**src/include/spe_pkg.sv**
```systemverilog
`default_nettype none
package spe_pkg;
  localparam int unsigned KEY_W = 32;
  localparam int unsigned KEY_CNT_W = 6;
  // key value is arbitrary, not taken from any real part
  localparam logic [KEY_W-1:0] ENTRY_KEY = 32'h5a3c_96e1;
  localparam logic [KEY_CNT_W-1:0] KEY_LAST = 6'h1f;
  localparam int unsigned SER_W = 16;
  localparam int unsigned SER_CNT_W = 4;
  localparam logic [SER_CNT_W-1:0] SER_LAST = 4'hf;
  localparam logic [1:0] SYNC_RST = 2'h0;
  localparam logic [1:0] SYNC_RST_MASTER_CLEAR_PIN = 2'h3;
  typedef enum logic [2:0] {
    SPE_NORMAL,
    SPE_KEY_SHIFT,
    SPE_KEY_FAIL,
    SPE_PROG_LV,
    SPE_PROG_HV
  } spe_state_e;
endpackage
`default_nettype wire

```
**src/include/spe_link_if.sv**
```systemverilog
`timescale 1ns/100ps
`default_nettype none
interface spe_link_if;
  logic clk_rise;
  logic clk_fall;
  logic clk_level;
  logic data_level;
  logic master_clear_pin_low;
  logic hv_high;
  modport sampler (output clk_rise, clk_fall, clk_level, data_level,
                   master_clear_pin_low, hv_high);
  modport entry (input clk_rise, clk_fall, clk_level, data_level,
                 master_clear_pin_low, hv_high);
endinterface
`default_nettype wire

```
**src/rtl/spe_link_sampler.sv**
```systemverilog
`timescale 1ns/100ps
`default_nettype none
module spe_link_sampler (
  input  wire logic   clk_in,
  input  wire logic   resetn_in,
  input  wire logic   prog_clock_pin_in,
  input  wire logic   prog_data_pin_in,
  input  wire logic   master_clear_pin_in,
  input  wire logic   high_programming_voltage_level_in,
  spe_link_if.sampler link
);
  logic [1:0] clk_sync_r;
  logic [1:0] dat_sync_r;
  logic [1:0] master_clear_pin_sync_r;
  logic [1:0] hv_sync_r;
  logic       clk_prev_r;
  logic [1:0] clk_sync_nxt;
  logic [1:0] dat_sync_nxt;
  logic [1:0] master_clear_pin_sync_nxt;
  logic [1:0] hv_sync_nxt;

  // two-flop synchronisers; only stage 2 (bit 1) is read by logic
  always_comb begin
    clk_sync_nxt  = {clk_sync_r[0], prog_clock_pin_in};
    dat_sync_nxt  = {dat_sync_r[0], prog_data_pin_in};
    master_clear_pin_sync_nxt = {master_clear_pin_sync_r[0], master_clear_pin_in};
    hv_sync_nxt   = {hv_sync_r[0], high_programming_voltage_level_in};
  end

  always_ff @(posedge clk_in or negedge resetn_in) begin
    if (!resetn_in) begin
      clk_sync_r  <= spe_pkg::SYNC_RST;
      dat_sync_r  <= spe_pkg::SYNC_RST;
      master_clear_pin_sync_r <= spe_pkg::SYNC_RST_MASTER_CLEAR_PIN;
      hv_sync_r   <= spe_pkg::SYNC_RST;
      clk_prev_r  <= 1'b0;
    end else begin
      clk_sync_r  <= clk_sync_nxt;
      dat_sync_r  <= dat_sync_nxt;
      master_clear_pin_sync_r <= master_clear_pin_sync_nxt;
      hv_sync_r   <= hv_sync_nxt;
      clk_prev_r  <= clk_sync_r[1];
    end
  end

  assign link.clk_level  = clk_sync_r[1];
  assign link.clk_rise   = clk_sync_r[1] & ~clk_prev_r;
  assign link.clk_fall   = ~clk_sync_r[1] & clk_prev_r;
  assign link.data_level = dat_sync_r[1];
  assign link.master_clear_pin_low   = ~master_clear_pin_sync_r[1];
  assign link.hv_high    = hv_sync_r[1];
endmodule
`default_nettype wire

```
**src/rtl/spe_entry.sv**
```systemverilog
// Function
// - low-voltage entry is accepted only while the entry enable bit is 1.
// - low-voltage entry: master clear low, then 32 key bits, one per clock.
// - after the key the session lasts only while master clear stays low.
// - an entry enable bit of 1 forces the master clear reset function on.
// - the entry enable bit may be cleared only in a high-voltage session.
// - high-voltage entry needs clock and data low while high voltage is present, and is taken only from the normal state.
// - in session the data pin is bidirectional and the clock pin is input only.
// - in session words are shifted in and read back over clock and data.
`timescale 1ns/100ps
`default_nettype none
module spe_entry (
  input  wire logic                     clk_in,
  input  wire logic                     resetn_in,
  input  wire logic                     prog_clock_pin_in,
  input  wire logic                     prog_data_pin_in,
  input  wire logic                     master_clear_pin_in,
  input  wire logic                     high_programming_voltage_level_in,
  input  wire logic                     low_voltage_entry_enable_in,
  input  wire logic                     cfg_master_clear_pin_reset_enable_in,
  input  wire logic                     lve_clear_req_in,
  input  wire logic                     tx_load_in,
  input  wire logic [spe_pkg::SER_W-1:0] tx_word_in,
  output logic                          prog_data_pin_out,
  output logic                          prog_data_pin_oe_out,
  output logic                          prog_mode_out,
  output logic                          lv_session_out,
  output logic                          hv_session_out,
  output logic                          master_clear_pin_reset_enable_out,
  output logic                          lve_clear_grant_out,
  output logic                          key_reject_out,
  output logic [spe_pkg::SER_W-1:0]     rx_word_out,
  output logic                          rx_valid_out,
  output logic                          tx_busy_out
);
  spe_link_if link ();

  spe_link_sampler u_sampler (
    .clk_in                            (clk_in),
    .resetn_in                         (resetn_in),
    .prog_clock_pin_in                 (prog_clock_pin_in),
    .prog_data_pin_in                  (prog_data_pin_in),
    .master_clear_pin_in               (master_clear_pin_in),
    .high_programming_voltage_level_in (high_programming_voltage_level_in),
    .link                              (link.sampler)
  );

  spe_pkg::spe_state_e                state_r, state_nxt;
  logic [spe_pkg::KEY_W-1:0]          key_sh_r, key_sh_nxt;
  logic [spe_pkg::KEY_CNT_W-1:0]      key_cnt_r, key_cnt_nxt;
  logic [spe_pkg::SER_W-1:0]          rx_sh_r, rx_sh_nxt;
  logic [spe_pkg::SER_CNT_W-1:0]      rx_cnt_r, rx_cnt_nxt;
  logic [spe_pkg::SER_W-1:0]          tx_sh_r, tx_sh_nxt;
  logic [spe_pkg::SER_CNT_W-1:0]      tx_cnt_r, tx_cnt_nxt;
  logic                               tx_busy_r, tx_busy_nxt;
  logic                               dout_r, dout_nxt;
  logic [spe_pkg::SER_W-1:0]          rx_word_r, rx_word_nxt;
  logic                               rx_valid_r, rx_valid_nxt;
  logic                               rej_r, rej_nxt;
  logic                               grant_r, grant_nxt;
  logic                               master_clear_pin_en_r, master_clear_pin_en_nxt;
  logic                               in_prog;

  assign in_prog = (state_r == spe_pkg::SPE_PROG_LV) ||
                   (state_r == spe_pkg::SPE_PROG_HV);

  // entry state machine
  always_comb begin
    state_nxt   = state_r;
    key_sh_nxt  = key_sh_r;
    key_cnt_nxt = key_cnt_r;
    rej_nxt     = 1'b0;
    unique case (state_r)
      spe_pkg::SPE_NORMAL: begin
        if (link.hv_high && !link.clk_level && !link.data_level) begin
          state_nxt = spe_pkg::SPE_PROG_HV;
        end else if (link.master_clear_pin_low && !link.hv_high &&
                     low_voltage_entry_enable_in) begin
          state_nxt   = spe_pkg::SPE_KEY_SHIFT;
          key_cnt_nxt = '0;
        end
      end
      spe_pkg::SPE_KEY_SHIFT: begin
        if (!link.master_clear_pin_low || !low_voltage_entry_enable_in) begin
          state_nxt = spe_pkg::SPE_NORMAL;
        end else if (link.clk_fall) begin
          key_sh_nxt  = {key_sh_r[spe_pkg::KEY_W-2:0],
                         link.data_level};
          key_cnt_nxt = key_cnt_r + 1'b1;
          if (key_cnt_r == spe_pkg::KEY_LAST) begin
            if ({key_sh_r[spe_pkg::KEY_W-2:0], link.data_level} ==
                spe_pkg::ENTRY_KEY) begin
              state_nxt = spe_pkg::SPE_PROG_LV;
            end else begin
              state_nxt = spe_pkg::SPE_KEY_FAIL;
              rej_nxt   = 1'b1;
            end
          end
        end
      end
      spe_pkg::SPE_KEY_FAIL: begin
        if (!link.master_clear_pin_low) begin
          state_nxt = spe_pkg::SPE_NORMAL;
        end
      end
      spe_pkg::SPE_PROG_LV: begin
        if (!link.master_clear_pin_low) begin
          state_nxt = spe_pkg::SPE_NORMAL;
        end
      end
      spe_pkg::SPE_PROG_HV: begin
        if (!link.hv_high) begin
          state_nxt = spe_pkg::SPE_NORMAL;
        end
      end
      default: state_nxt = spe_pkg::SPE_NORMAL;
    endcase
  end

  // session serial port: shift in on falling, drive out on rising edge
  always_comb begin
    rx_sh_nxt    = rx_sh_r;
    rx_cnt_nxt   = rx_cnt_r;
    rx_word_nxt  = rx_word_r;
    rx_valid_nxt = 1'b0;
    tx_sh_nxt    = tx_sh_r;
    tx_cnt_nxt   = tx_cnt_r;
    tx_busy_nxt  = tx_busy_r;
    dout_nxt     = dout_r;
    if (!in_prog) begin
      rx_cnt_nxt  = '0;
      tx_cnt_nxt  = '0;
      tx_busy_nxt = 1'b0;
      dout_nxt    = 1'b0;
    end else if (tx_busy_r) begin
      if (link.clk_rise) begin
        dout_nxt   = tx_sh_r[0];
        tx_sh_nxt  = {1'b0, tx_sh_r[spe_pkg::SER_W-1:1]};
        tx_cnt_nxt = tx_cnt_r + 1'b1;
      end
      if (link.clk_fall && tx_cnt_r == '0) begin
        tx_busy_nxt = 1'b0;
      end
    end else if (tx_load_in) begin
      tx_sh_nxt   = tx_word_in;
      tx_cnt_nxt  = '0;
      tx_busy_nxt = 1'b1;
      rx_cnt_nxt  = '0;
    end else if (link.clk_fall) begin
      rx_sh_nxt  = {link.data_level, rx_sh_r[spe_pkg::SER_W-1:1]};
      rx_cnt_nxt = rx_cnt_r + 1'b1;
      if (rx_cnt_r == spe_pkg::SER_LAST) begin
        rx_word_nxt  = {link.data_level, rx_sh_r[spe_pkg::SER_W-1:1]};
        rx_valid_nxt = 1'b1;
      end
    end
  end

  // configuration side effects
  always_comb begin
    master_clear_pin_en_nxt = low_voltage_entry_enable_in |
                  cfg_master_clear_pin_reset_enable_in;
    grant_nxt   = lve_clear_req_in &&
                  (state_r == spe_pkg::SPE_PROG_HV);
  end

  always_ff @(posedge clk_in or negedge resetn_in) begin
    if (!resetn_in) begin
      state_r    <= spe_pkg::SPE_NORMAL;
      key_sh_r   <= '0;
      key_cnt_r  <= '0;
      rej_r      <= 1'b0;
    end else begin
      state_r    <= state_nxt;
      key_sh_r   <= key_sh_nxt;
      key_cnt_r  <= key_cnt_nxt;
      rej_r      <= rej_nxt;
    end
  end

  always_ff @(posedge clk_in or negedge resetn_in) begin
    if (!resetn_in) begin
      rx_sh_r    <= '0;
      rx_cnt_r   <= '0;
      rx_word_r  <= '0;
      rx_valid_r <= 1'b0;
      tx_sh_r    <= '0;
      tx_cnt_r   <= '0;
      tx_busy_r  <= 1'b0;
      dout_r     <= 1'b0;
    end else begin
      rx_sh_r    <= rx_sh_nxt;
      rx_cnt_r   <= rx_cnt_nxt;
      rx_word_r  <= rx_word_nxt;
      rx_valid_r <= rx_valid_nxt;
      tx_sh_r    <= tx_sh_nxt;
      tx_cnt_r   <= tx_cnt_nxt;
      tx_busy_r  <= tx_busy_nxt;
      dout_r     <= dout_nxt;
    end
  end

  always_ff @(posedge clk_in or negedge resetn_in) begin
    if (!resetn_in) begin
      master_clear_pin_en_r <= 1'b0;
      grant_r   <= 1'b0;
    end else begin
      master_clear_pin_en_r <= master_clear_pin_en_nxt;
      grant_r   <= grant_nxt;
    end
  end

  logic prog_r, lv_r, hv_r;
  always_ff @(posedge clk_in or negedge resetn_in) begin
    if (!resetn_in) begin
      prog_r <= 1'b0;
      lv_r   <= 1'b0;
      hv_r   <= 1'b0;
    end else begin
      prog_r <= (state_nxt == spe_pkg::SPE_PROG_LV) ||
                (state_nxt == spe_pkg::SPE_PROG_HV);
      lv_r   <= state_nxt == spe_pkg::SPE_PROG_LV;
      hv_r   <= state_nxt == spe_pkg::SPE_PROG_HV;
    end
  end

  assign prog_data_pin_out     = dout_r;
  assign prog_data_pin_oe_out  = tx_busy_r;
  assign prog_mode_out         = prog_r;
  assign lv_session_out        = lv_r;
  assign hv_session_out        = hv_r;
  assign master_clear_pin_reset_enable_out = master_clear_pin_en_r;
  assign lve_clear_grant_out   = grant_r;
  assign key_reject_out        = rej_r;
  assign rx_word_out           = rx_word_r;
  assign rx_valid_out          = rx_valid_r;
  assign tx_busy_out           = tx_busy_r;
endmodule
`default_nettype wire

```
**config.mk**
```make
export PLATFORM = sky130hd
export DESIGN_NAME = spe_entry
export DESIGN_NICKNAME = d
export VERILOG_FILES = /design/src/include/spe_pkg.sv /design/src/include/spe_link_if.sv /design/src/rtl/spe_link_sampler.sv /design/src/rtl/spe_entry.sv
export SDC_FILE = /design/constraint.sdc
export NUM_CORES = 1
export LEC_CHECK = 0
export ABC_AREA = 0
export BUFFER_PORTS_ARGS = -buffer_cell sky130_fd_sc_hd__buf_4
export CORE_MARGIN = 10
export CORE_UTILIZATION = 58
export DETAILED_ROUTE_END_ITERATION = 12
export GPL_ROUTABILITY_DRIVEN = 0
export GPL_TIMING_DRIVEN = 1
export PLACE_DENSITY = 0.88
export RECOVER_POWER = 50
export SLEW_MARGIN = 20
export SYNTH_ARGS = -nofsm -noshare
export SYNTH_HDL_FRONTEND = slang
export SYNTH_SLANG_ARGS = --single-unit
```
**constraint.sdc**
```tcl
create_clock -name clk_in -period 2.6 [get_ports clk_in]
set_clock_uncertainty 0.15 [all_clocks]
set_input_delay 0.52 -clock clk_in [delete_from_list [all_inputs] [get_ports clk_in]]
set_output_delay 0.52 -clock clk_in [all_outputs]
set_load 0.03 [all_outputs]
```
; ---- After elaboration in Yosys (flattened, before gate mapping)
; Index checks and enable logic that the tools add are counted.
; W data, S select, Z words.
[totals]
register_bits = 114
output_inout_bits = 26
word_cells = 122
[op_classes]
n_bitwise = 9
reduce_logical = 26
muxes = 42
n_addsub = 3
eq_ne = 20
[op_table]
columns = operator, count
row1 = $mux W16, 3
row2 = $eq A32 B31 Y1 const B, 1
row3 = $mux W4, 8
row4 = $mux W6, 4
row5 = $mux W3, 7
row6 = $mux W1, 18
row7 = $ne A2 B2 Y1 const B, 8
row8 = $pmux W3 S4, 1
row9 = $pmux W6 S2, 1
row10 = $reduce_and A5 Y1, 2
row11 = $eq A3 B2 Y1 const B, 3
row12 = $ne A3 B3 Y1 const B, 3
row13 = $add A4 B1 Y4 const B, 2
row14 = $add A6 B1 Y6 const B, 1
row15 = $eq A3 B3 Y1 const B, 2
row16 = $eq A6 B5 Y1 const B, 1
row17 = $logic_and A1 B1 Y1, 6
row18 = $not A1 Y1, 6
row19 = $reduce_and A2 Y1, 3
row20 = $reduce_and A3 Y1, 2
row21 = $eq A4 B4 Y1 const B, 1
row22 = $logic_not A1 Y1, 4
row23 = $logic_not A4 Y1, 1
row24 = $reduce_and A4 Y1, 1
row25 = other kinds (7), 11

; ---- Longest topological paths before layout
; Gate-level depths: netlist of the first run.
[logic_depth]
depth_word = 8
depth_mapped = 6

; ---- Modules after synthesis
; Synthesis of the first run repeated with hierarchy kept, for this count alone.
[unflattened]
hier_cells = 428
area_unflattened_um2 = 4760.8
[by_module_without_submodules]
columns = mod, n_inst, area_per_inst_um2, cells_per_inst, seq_area_each_um2
row1 = spe_entry, 1, 4514.3, 416, 2602.5
row2 = spe_link_sampler, 1, 246.5, 12, 227.7

; ---- Least setup slack after synthesis of the first run
; No wires, ideal clock.
[synth_path]
path_kind = register to register
from = register tx_busy_r (netlist: prog_data_pin_oe_out)
to = register rx_word_r, in the netlist rx_word_out[10]
path_slack_ps = 448
arrival_ps = 1875
path_stages_with_launch = 7
required_ps = 2323
path_cell_list = dfrtp_1 -> buf_2 -> nor2_1 -> nand3_1 -> nor3_4 -> buf_6 -> mux2_1
[synth_between]
elab_chain_len = 2
[synth_rtl]
columns = item, line
row1 = start: declaration, spe_entry.sv:55  ; logic tx_busy_r, tx_busy_nxt;
row2 = start signal: assignment, spe_entry.sv:198  ; tx_busy_r <= tx_busy_nxt;
row3 = $not A1 Y1 (no line), n/a
row4 = $reduce_and A5 Y1 (no line), n/a
row5 = end signal: assignment, spe_entry.sv:194  ; rx_word_r <= rx_word_nxt;
row6 = end: declaration, spe_entry.sv:57  ; logic [spe_pkg::SER_W-1:0] rx_word_r, rx_word_nxt;
; No other way between the ends.
; A chain may end at the register's enable or synchronous reset.

; ---- Worst setup path in the final report of the first run
[layout_path]
from = register state_r[2]
to = register key_sh_r[14] (netlist name)
[layout_between]
elab_chain_len = 2
[layout_rtl]
columns = item, line
row1 = start: declaration, spe_entry.sv:48  ; spe_pkg::spe_state_e state_r, state_nxt;
row2 = start signal: assignment, spe_entry.sv:169  ; state_r <= spe_pkg::SPE_NORMAL;
row3 = start signal: assignment, spe_entry.sv:174  ; state_r <= state_nxt;
row4 = $eq A3 B1 Y1, spe_entry.sv:73  ; unique case (state_r)
row5 = $reduce_and A3 Y1 (no line), n/a
row6 = end signal: assignment, spe_entry.sv:175  ; key_sh_r <= key_sh_nxt;
row7 = end: declaration, spe_entry.sv:49  ; logic [spe_pkg::KEY_W-1:0] key_sh_r, key_sh_nxt;
; No other way between the ends.

==> results of run 1 <==
-- critical path, stage by stage, from the launching register on --
cell     delay, ns
dfrtp_1       0.46
or2_1         0.32
or3_4         0.42
nor2_4        0.12
buf_12        0.22
mux2_1        0.40
-- stage by stage --
stage / power [W] / std cells / setup WS, ns
after floorplan: 0.00208 / 357 / 0.448
final: 0.00452 / 540 / 0.371
after global placement: 0.00218 / 503 / 0.484
after detailed placement: 0.00220 / 503 / 0.432
after global routing: 0.00467 / 540 / 0.342
after CTS: 0.00455 / 540 / 0.393
-- cell usage after synthesis, types with 3 or more instances --
cell	instances
nor2_1	19
nand3_1	6
xor2_1	3
mux2i_1	18
a21oi_1	9
and3_1	3
o21ai_0	20
or4bb_1	4
inv_1	3
nand4b_1	3
clkbuf_1	5
buf_2	4
and3b_1	3
buf_6	4
mux2_1	38
mux2_2	25
o211ai_1	3
nor3_1	3
nand2_1	24
dfrtp_1	111
ha_1	4
-- routing by layer --
layer	GRT usage	up-vias	part of all wire
li1	-	1428	-
met1	0.182	1541	0.40
met2	0.294	76	0.53
met3	0.0551	23	0.046
met4	0.0829	0	0.025
met5	0	-	0
-- registers in the layout, summed over array words and instances, names as in the netlist, 2 cells and up --
signal / flops
key_sh_r: 31
rx_word_out: 16
tx_sh_r: 16
rx_sh_r: 15
key_cnt_r: 6
rx_cnt_r: 4
tx_cnt_r: 4
state_r: 3
u_sampler.clk_sync_r: 2
u_sampler.dat_sync_r: 2
u_sampler.hv_sync_r: 2
u_sampler.master_clear_pin_sync_r: 2
-- cell usage in the layout (no fill, tap or decap), drive strengths merged, types with 4 or more instances in the layout --
| master | instances |
|---|---|
| nor3 | 4 |
| inv | 4 |
| clkbuf | 31 |
| nor2 | 20 |
| buf | 51 |
| a21oi | 9 |
| mux2 | 63 |
| ha | 4 |
| dlygate4sd3 | 5 |
| or4bb | 4 |
| dfrtp | 111 |
| nand3 | 7 |
| or2 | 4 |
| nand2 | 24 |
| mux2i | 18 |
| o21ai | 20 |
-- final cells by class --
class,count,area share
flip-flops and latches,113,0.481
clock buffers,23,0.0793
well taps,102,0.0217
inverters,3,0.00191
multi-input cells,226,0.308
repair buffers,64,0.0861
clock inverters,9,0.0219
-- final timing paths --
path                                                endpoint                            startpoint  slack, ns  cells past startpoint
setup / recovery                                key_sh_r[14]                            state_r[2]       0.37                      5
hold / removal             master_clear_pin_reset_enable_out  cfg_master_clear_pin_reset_enable_in       0.06                      2
setup reg to reg                                key_sh_r[14]                            state_r[2]       0.37                      5
hold reg to reg                      u_sampler.clk_sync_r[1]               u_sampler.clk_sync_r[0]       0.20                      0
max in group asynchronous                        rx_cnt_r[2]                             resetn_in       0.71                      3
min in group asynchronous                       key_sh_r[24]                             resetn_in       0.57                      2
-- kinds of logic (layout without fill, tap and decap cells) --
family,Yosys count,count (layout),synth area share
AND/OR/NAND/NOR,91,91,0.115
AO/OA/AOI/OAI,47,47,0.0620
XOR/XNOR,3,3,0.00554
multiplexers,81,81,0.188
adder cells (fa/ha/maj),4,4,0.0106
buffers and inverters,18,99,0.0224
flip-flops,113,113,0.597
-- power by group --
| part | total, W | internal (W) | switching [W] |
|---|---|---|---|
| Sequential | 0.00193 | 0.00186 | 0.0000647 |
| Clock | 0.00232 | 0.00153 | 0.000791 |
| Combinational | 0.000266 | 0.000110 | 0.000155 |
==> results.cfg, run 1 <==
[sta]
finalCriticalPeriod_ns = 2.23
timing.hold.ws_ns = 0.0578
rsz0062_at_grt = false
tightestPinTransition_ns = 1.03
max-slew-margin-rel = 0.313
period_share = 0.857
setup_violations = 0
clock.fmax_ghz = 0.449
finalSetupTns_ns = 0
hold_viol_final = 0
report.final.slew_viol_count = 0

[synthesis]
synth-edff-count = 0
synth.top_cell.area_share = 0.586
synth_nets = 387
yosys-top-cells-area = dfrtp_1 (59%), mux2_1 (9.0%), mux2_2 (5.9%)
synth_flop_cell = dfrtp_1
synth_area_per_cell_um2 = 13.3
seq_area_frac_synth = 0.597
synth_seq_cells = 113
synthCells = 357
ys_warn_count = 0
yosys.area.top_type = dfrtp_1
async_reset_ff_frac = 1.00
netlist_area_mm2 = 0.00474
synth.distinct_cells = 57

[global_routing]
overflow = 0
antenna_found_initial = 0
grt_usage = 0.170
grt_pass1_wl_mm = 17.0
grt_max_degree = 43
grt_pass1_vias = 3457

[setup_path]
cp-start-kind = flip-flop
path_max_fanout = 33
critPathCaptureType = flip-flop
cp.required_ns = 2.83
critPathKind = reg -> reg
worst_ep_arrival_time_ns = 2.46

[cells_and_area]
num-nets-final = 455
postLayoutCoreUtil = 0.750
multiInputGateArea_mm2 = 0.00181
antenna_cells = 0
seq_area_mm2 = 0.00283
fin_area_mm2 = 0.00588
drive_gt1_frac = 0.288
areaGrowthSynthToFinish_pct = 24.1
fillerInstances = 497

[hold_path]
hold_path_class = in -> reg

[cts]
hold_buffers = 5
cts-root-buf = clkbuf_8
cts_buffer_depth = 2
cts_resized = 0
clock_latency_ns = 0.51
cts_buffers = 17
htreeDepth = 4
clk_pin_slew_ns = 0.06
cts_tree = done
clock-sinks = 113
cts_setup_buffers = 0

[routing]
num_vias = 3068
drc_errors = 0
drtIter0Drc = 120
avgRoutedWirePerCell_um = 18.8
routed_wirelength_mm = 10.2
ant_nets = 0
viasPerCell = 5.68
drt_first_pass_iters = 4

[power_and_ir_drop]
powerDensity_mw_per_mm2 = 768
ir_drop_uv = 456
leakage_nw = 2.91

[floorplanning]
die_width_um = 110
fp.dieH_um = 110
rows = 32
core-area_mm2 = 0.00785
start_util = 0.604
die-area_mm2 = 0.0122
ioPinCount = 52

[run]
max-cap-violations = 0

[status]
outcome = completed

[placed_design]
post_dp_cell_area_mm2 = 0.00525
port_buffers = 51
dp_hpwl_mm = 6.15
(Power assumes the default switching activity.)
==> run 2: changes to the inputs <==
--- a/config.mk
+++ b/config.mk
@@ -7,7 +7,6 @@
 export LEC_CHECK = 0
 export ABC_AREA = 0
 export BUFFER_PORTS_ARGS = -buffer_cell sky130_fd_sc_hd__buf_4
-export CORE_MARGIN = 10
 export CORE_UTILIZATION = 58
 export DETAILED_ROUTE_END_ITERATION = 12
 export GPL_ROUTABILITY_DRIVEN = 0
==> run 2 against run 1 <==
  * Core utilization shrank 0.26 points
  * Fmax is 4.6% lower
  * Sequential power barely moved
  * Critical path type unchanged
  * Highest routed layer unchanged
  * Critical path depth unchanged
  * Largest power group unchanged
  * Critical endpoint is now key_sh_r[21]
==> results.cfg, run 2 (same netlist as run 1, synthesis figures left out) <==
[status]
outcome = completed

[routing]
drt_first_pass_iters = 4
drc_errors = 0
routed_wirelength_mm = 8.98
num_vias = 3033
avgRoutedWirePerCell_um = 16.6
drtIter0Drc = 203
viasPerCell = 5.62
ant_nets = 0

[setup_path]
r2r-start = state_r[2]
rrSetupSlack_ns = 0.26
crit_family = simple AND/OR/NAND/NOR gates
cp.required_ns = 2.84
critPathCaptureType = flip-flop
slowest_stage = dfrtp_1
cp_cell_sequence = or2_1 > or3_4 > nor2_4 > buf_12 > mux2_1
path_max_fanout = 25
cp.depth = 5
worst_ep_arrival_time_ns = 2.57
critPathKind = reg -> reg
r2r_end = key_sh_r[21]
r2r_cells = 5
crit_buf_inv = 1
cp_slowest_stage_delay_ns = 0.45
cp-start-kind = flip-flop

[sta]
hold_viol_final = 0
finalCriticalPeriod_ns = 2.34
timing.hold.ws_ns = 0.0515
max-slew-margin-rel = 0.229
report.final.slew_viol_count = 0
period_share = 0.899
setup_violations = 0
tightestPinTransition_ns = 1.16
clock.fmax_ghz = 0.428
finalSetupTns_ns = 0
rsz0062_at_grt = false

[cells_and_area]
mostFrequentLayoutCells = dfrtp_1 (111), buf_4 (49), mux2_1 (38)
final_cells = 540
areaGrowthSynthToFinish_pct = 23.0
num-nets-final = 455
regMostFlops = key_sh_r
antenna_cells = 0
fin_area_mm2 = 0.00583
largest_reg_flops = 31
final_common_cell = dfrtp_1
fillerInstances = 480
drive_gt1_frac = 0.292

[hold_path]
hold_start = cfg_master_clear_pin_reset_enable_in
holdPathEnd = master_clear_pin_reset_enable_out
holdPathStages = 2
hold_path_class = in -> reg

[cts]
htreeDepth = 4
cts_setup_buffers = 0
clock_latency_ns = 0.51
hold_buffers = 5
cts_buffer_depth = 2
clk_pin_slew_ns = 0.06
cts_resized = 0
cts_tree = done
cts_buffers = 17
clock-sinks = 113
cts-root-buf = clkbuf_8

[power_and_ir_drop]
ir_drop_uv = 734
leakage_nw = 2.87
p_sw_frac = 0.242
internal_power_w = 0.00327
p_seq_frac = 0.446
switchingPower_w = 0.00104
p_clk_frac = 0.496
powerDensity_mw_per_mm2 = 739
combPwrFrac = 0.058

[placed_design]
dp_hpwl_mm = 5.59
port_buffers = 51
dp.cells = 503
post_dp_cell_area_mm2 = 0.00525

[global_routing]
antenna_found_initial = 0
grt_pass1_wl_mm = 15.0
grt_usage = 0.235
grt_pass1_vias = 3036
grt_max_degree = 49
overflow = 0

[run]
max-cap-violations = 0

[floorplanning]
start_util = 0.608
core-area_mm2 = 0.00781
die-area_mm2 = 0.00854
ioPinCount = 52
fp.dieH_um = 92.4
die_width_um = 92.4
rows = 32
[run 2: cell types whose count changed in the layout (fill, tap and decap cells not counted), sizes merged]
| cell | delta |
|---|---|
| clkinvlp | +5 |
| clkbuf | -4 |
| inv | +3 |
| bufinv | -2 |
| buf | -1 |
| clkinv | -1 |
[run 2: power by group through the flow]
stage / sequential, W / clock [W] / combinational, W
after floorplan: 0.00194 / 0 / 0.000135
after detailed placement: 0.00195 / 0 / 0.000249
final: 0.00192 / 0.00214 / 0.000250
after CTS: 0.00192 / 0.00217 / 0.000260
after global placement: 0.00195 / 0 / 0.000238
after global routing: 0.00194 / 0.00227 / 0.000284
[run 2: area by class of cell]
| class | instances | area [µm²] | area share |
|---|---|---|---|
| tap | 102 | 128 | 0.0219 |
| clock inverter | 14 | 131 | 0.0225 |
| clock buffer | 18 | 428 | 0.0733 |
| multi-input combinational | 226 | 1810 | 0.311 |
| inverter | 3 | 11.3 | 0.00193 |
| timing repair buffer | 64 | 493 | 0.0845 |
| sequential | 113 | 2830 | 0.485 |
[run 2: worst max-delay path by stage]
stage	slack, ns	start	end
floorplan	0.45	prog_data_pin_oe_out	rx_word_out[10]
global placement	0.40	state_r[2]	key_sh_r[1]
detailed placement	0.33	state_r[2]	key_sh_r[13]
CTS	0.26	state_r[2]	key_sh_r[21]
global route	0.16	resetn_in	key_sh_r[6]
finish	0.26	state_r[2]	key_sh_r[21]
[run 2: through the flow]
| stage | power [W] | utilization | setup WS (ns) |
|---|---|---|---|
| floorplan | 0.00208 | - | 0.448 |
| global placement | 0.00218 | 0.672 | 0.404 |
| detailed placement | 0.00220 | 0.672 | 0.327 |
| CTS | 0.00436 | 0.750 | 0.255 |
| global route | 0.00449 | 0.747 | 0.156 |
| finish | 0.00431 | 0.747 | 0.263 |
[run 2: layer usage]
layer / share of wire / wire length, µm / global-route usage
met1: 0.42 / 3790 / 0.289
met4: 0.019 / 167 / 0.0911
met2: 0.51 / 4580 / 0.380
met3: 0.049 / 440 / 0.0829
met5: 0 / 0 / 0
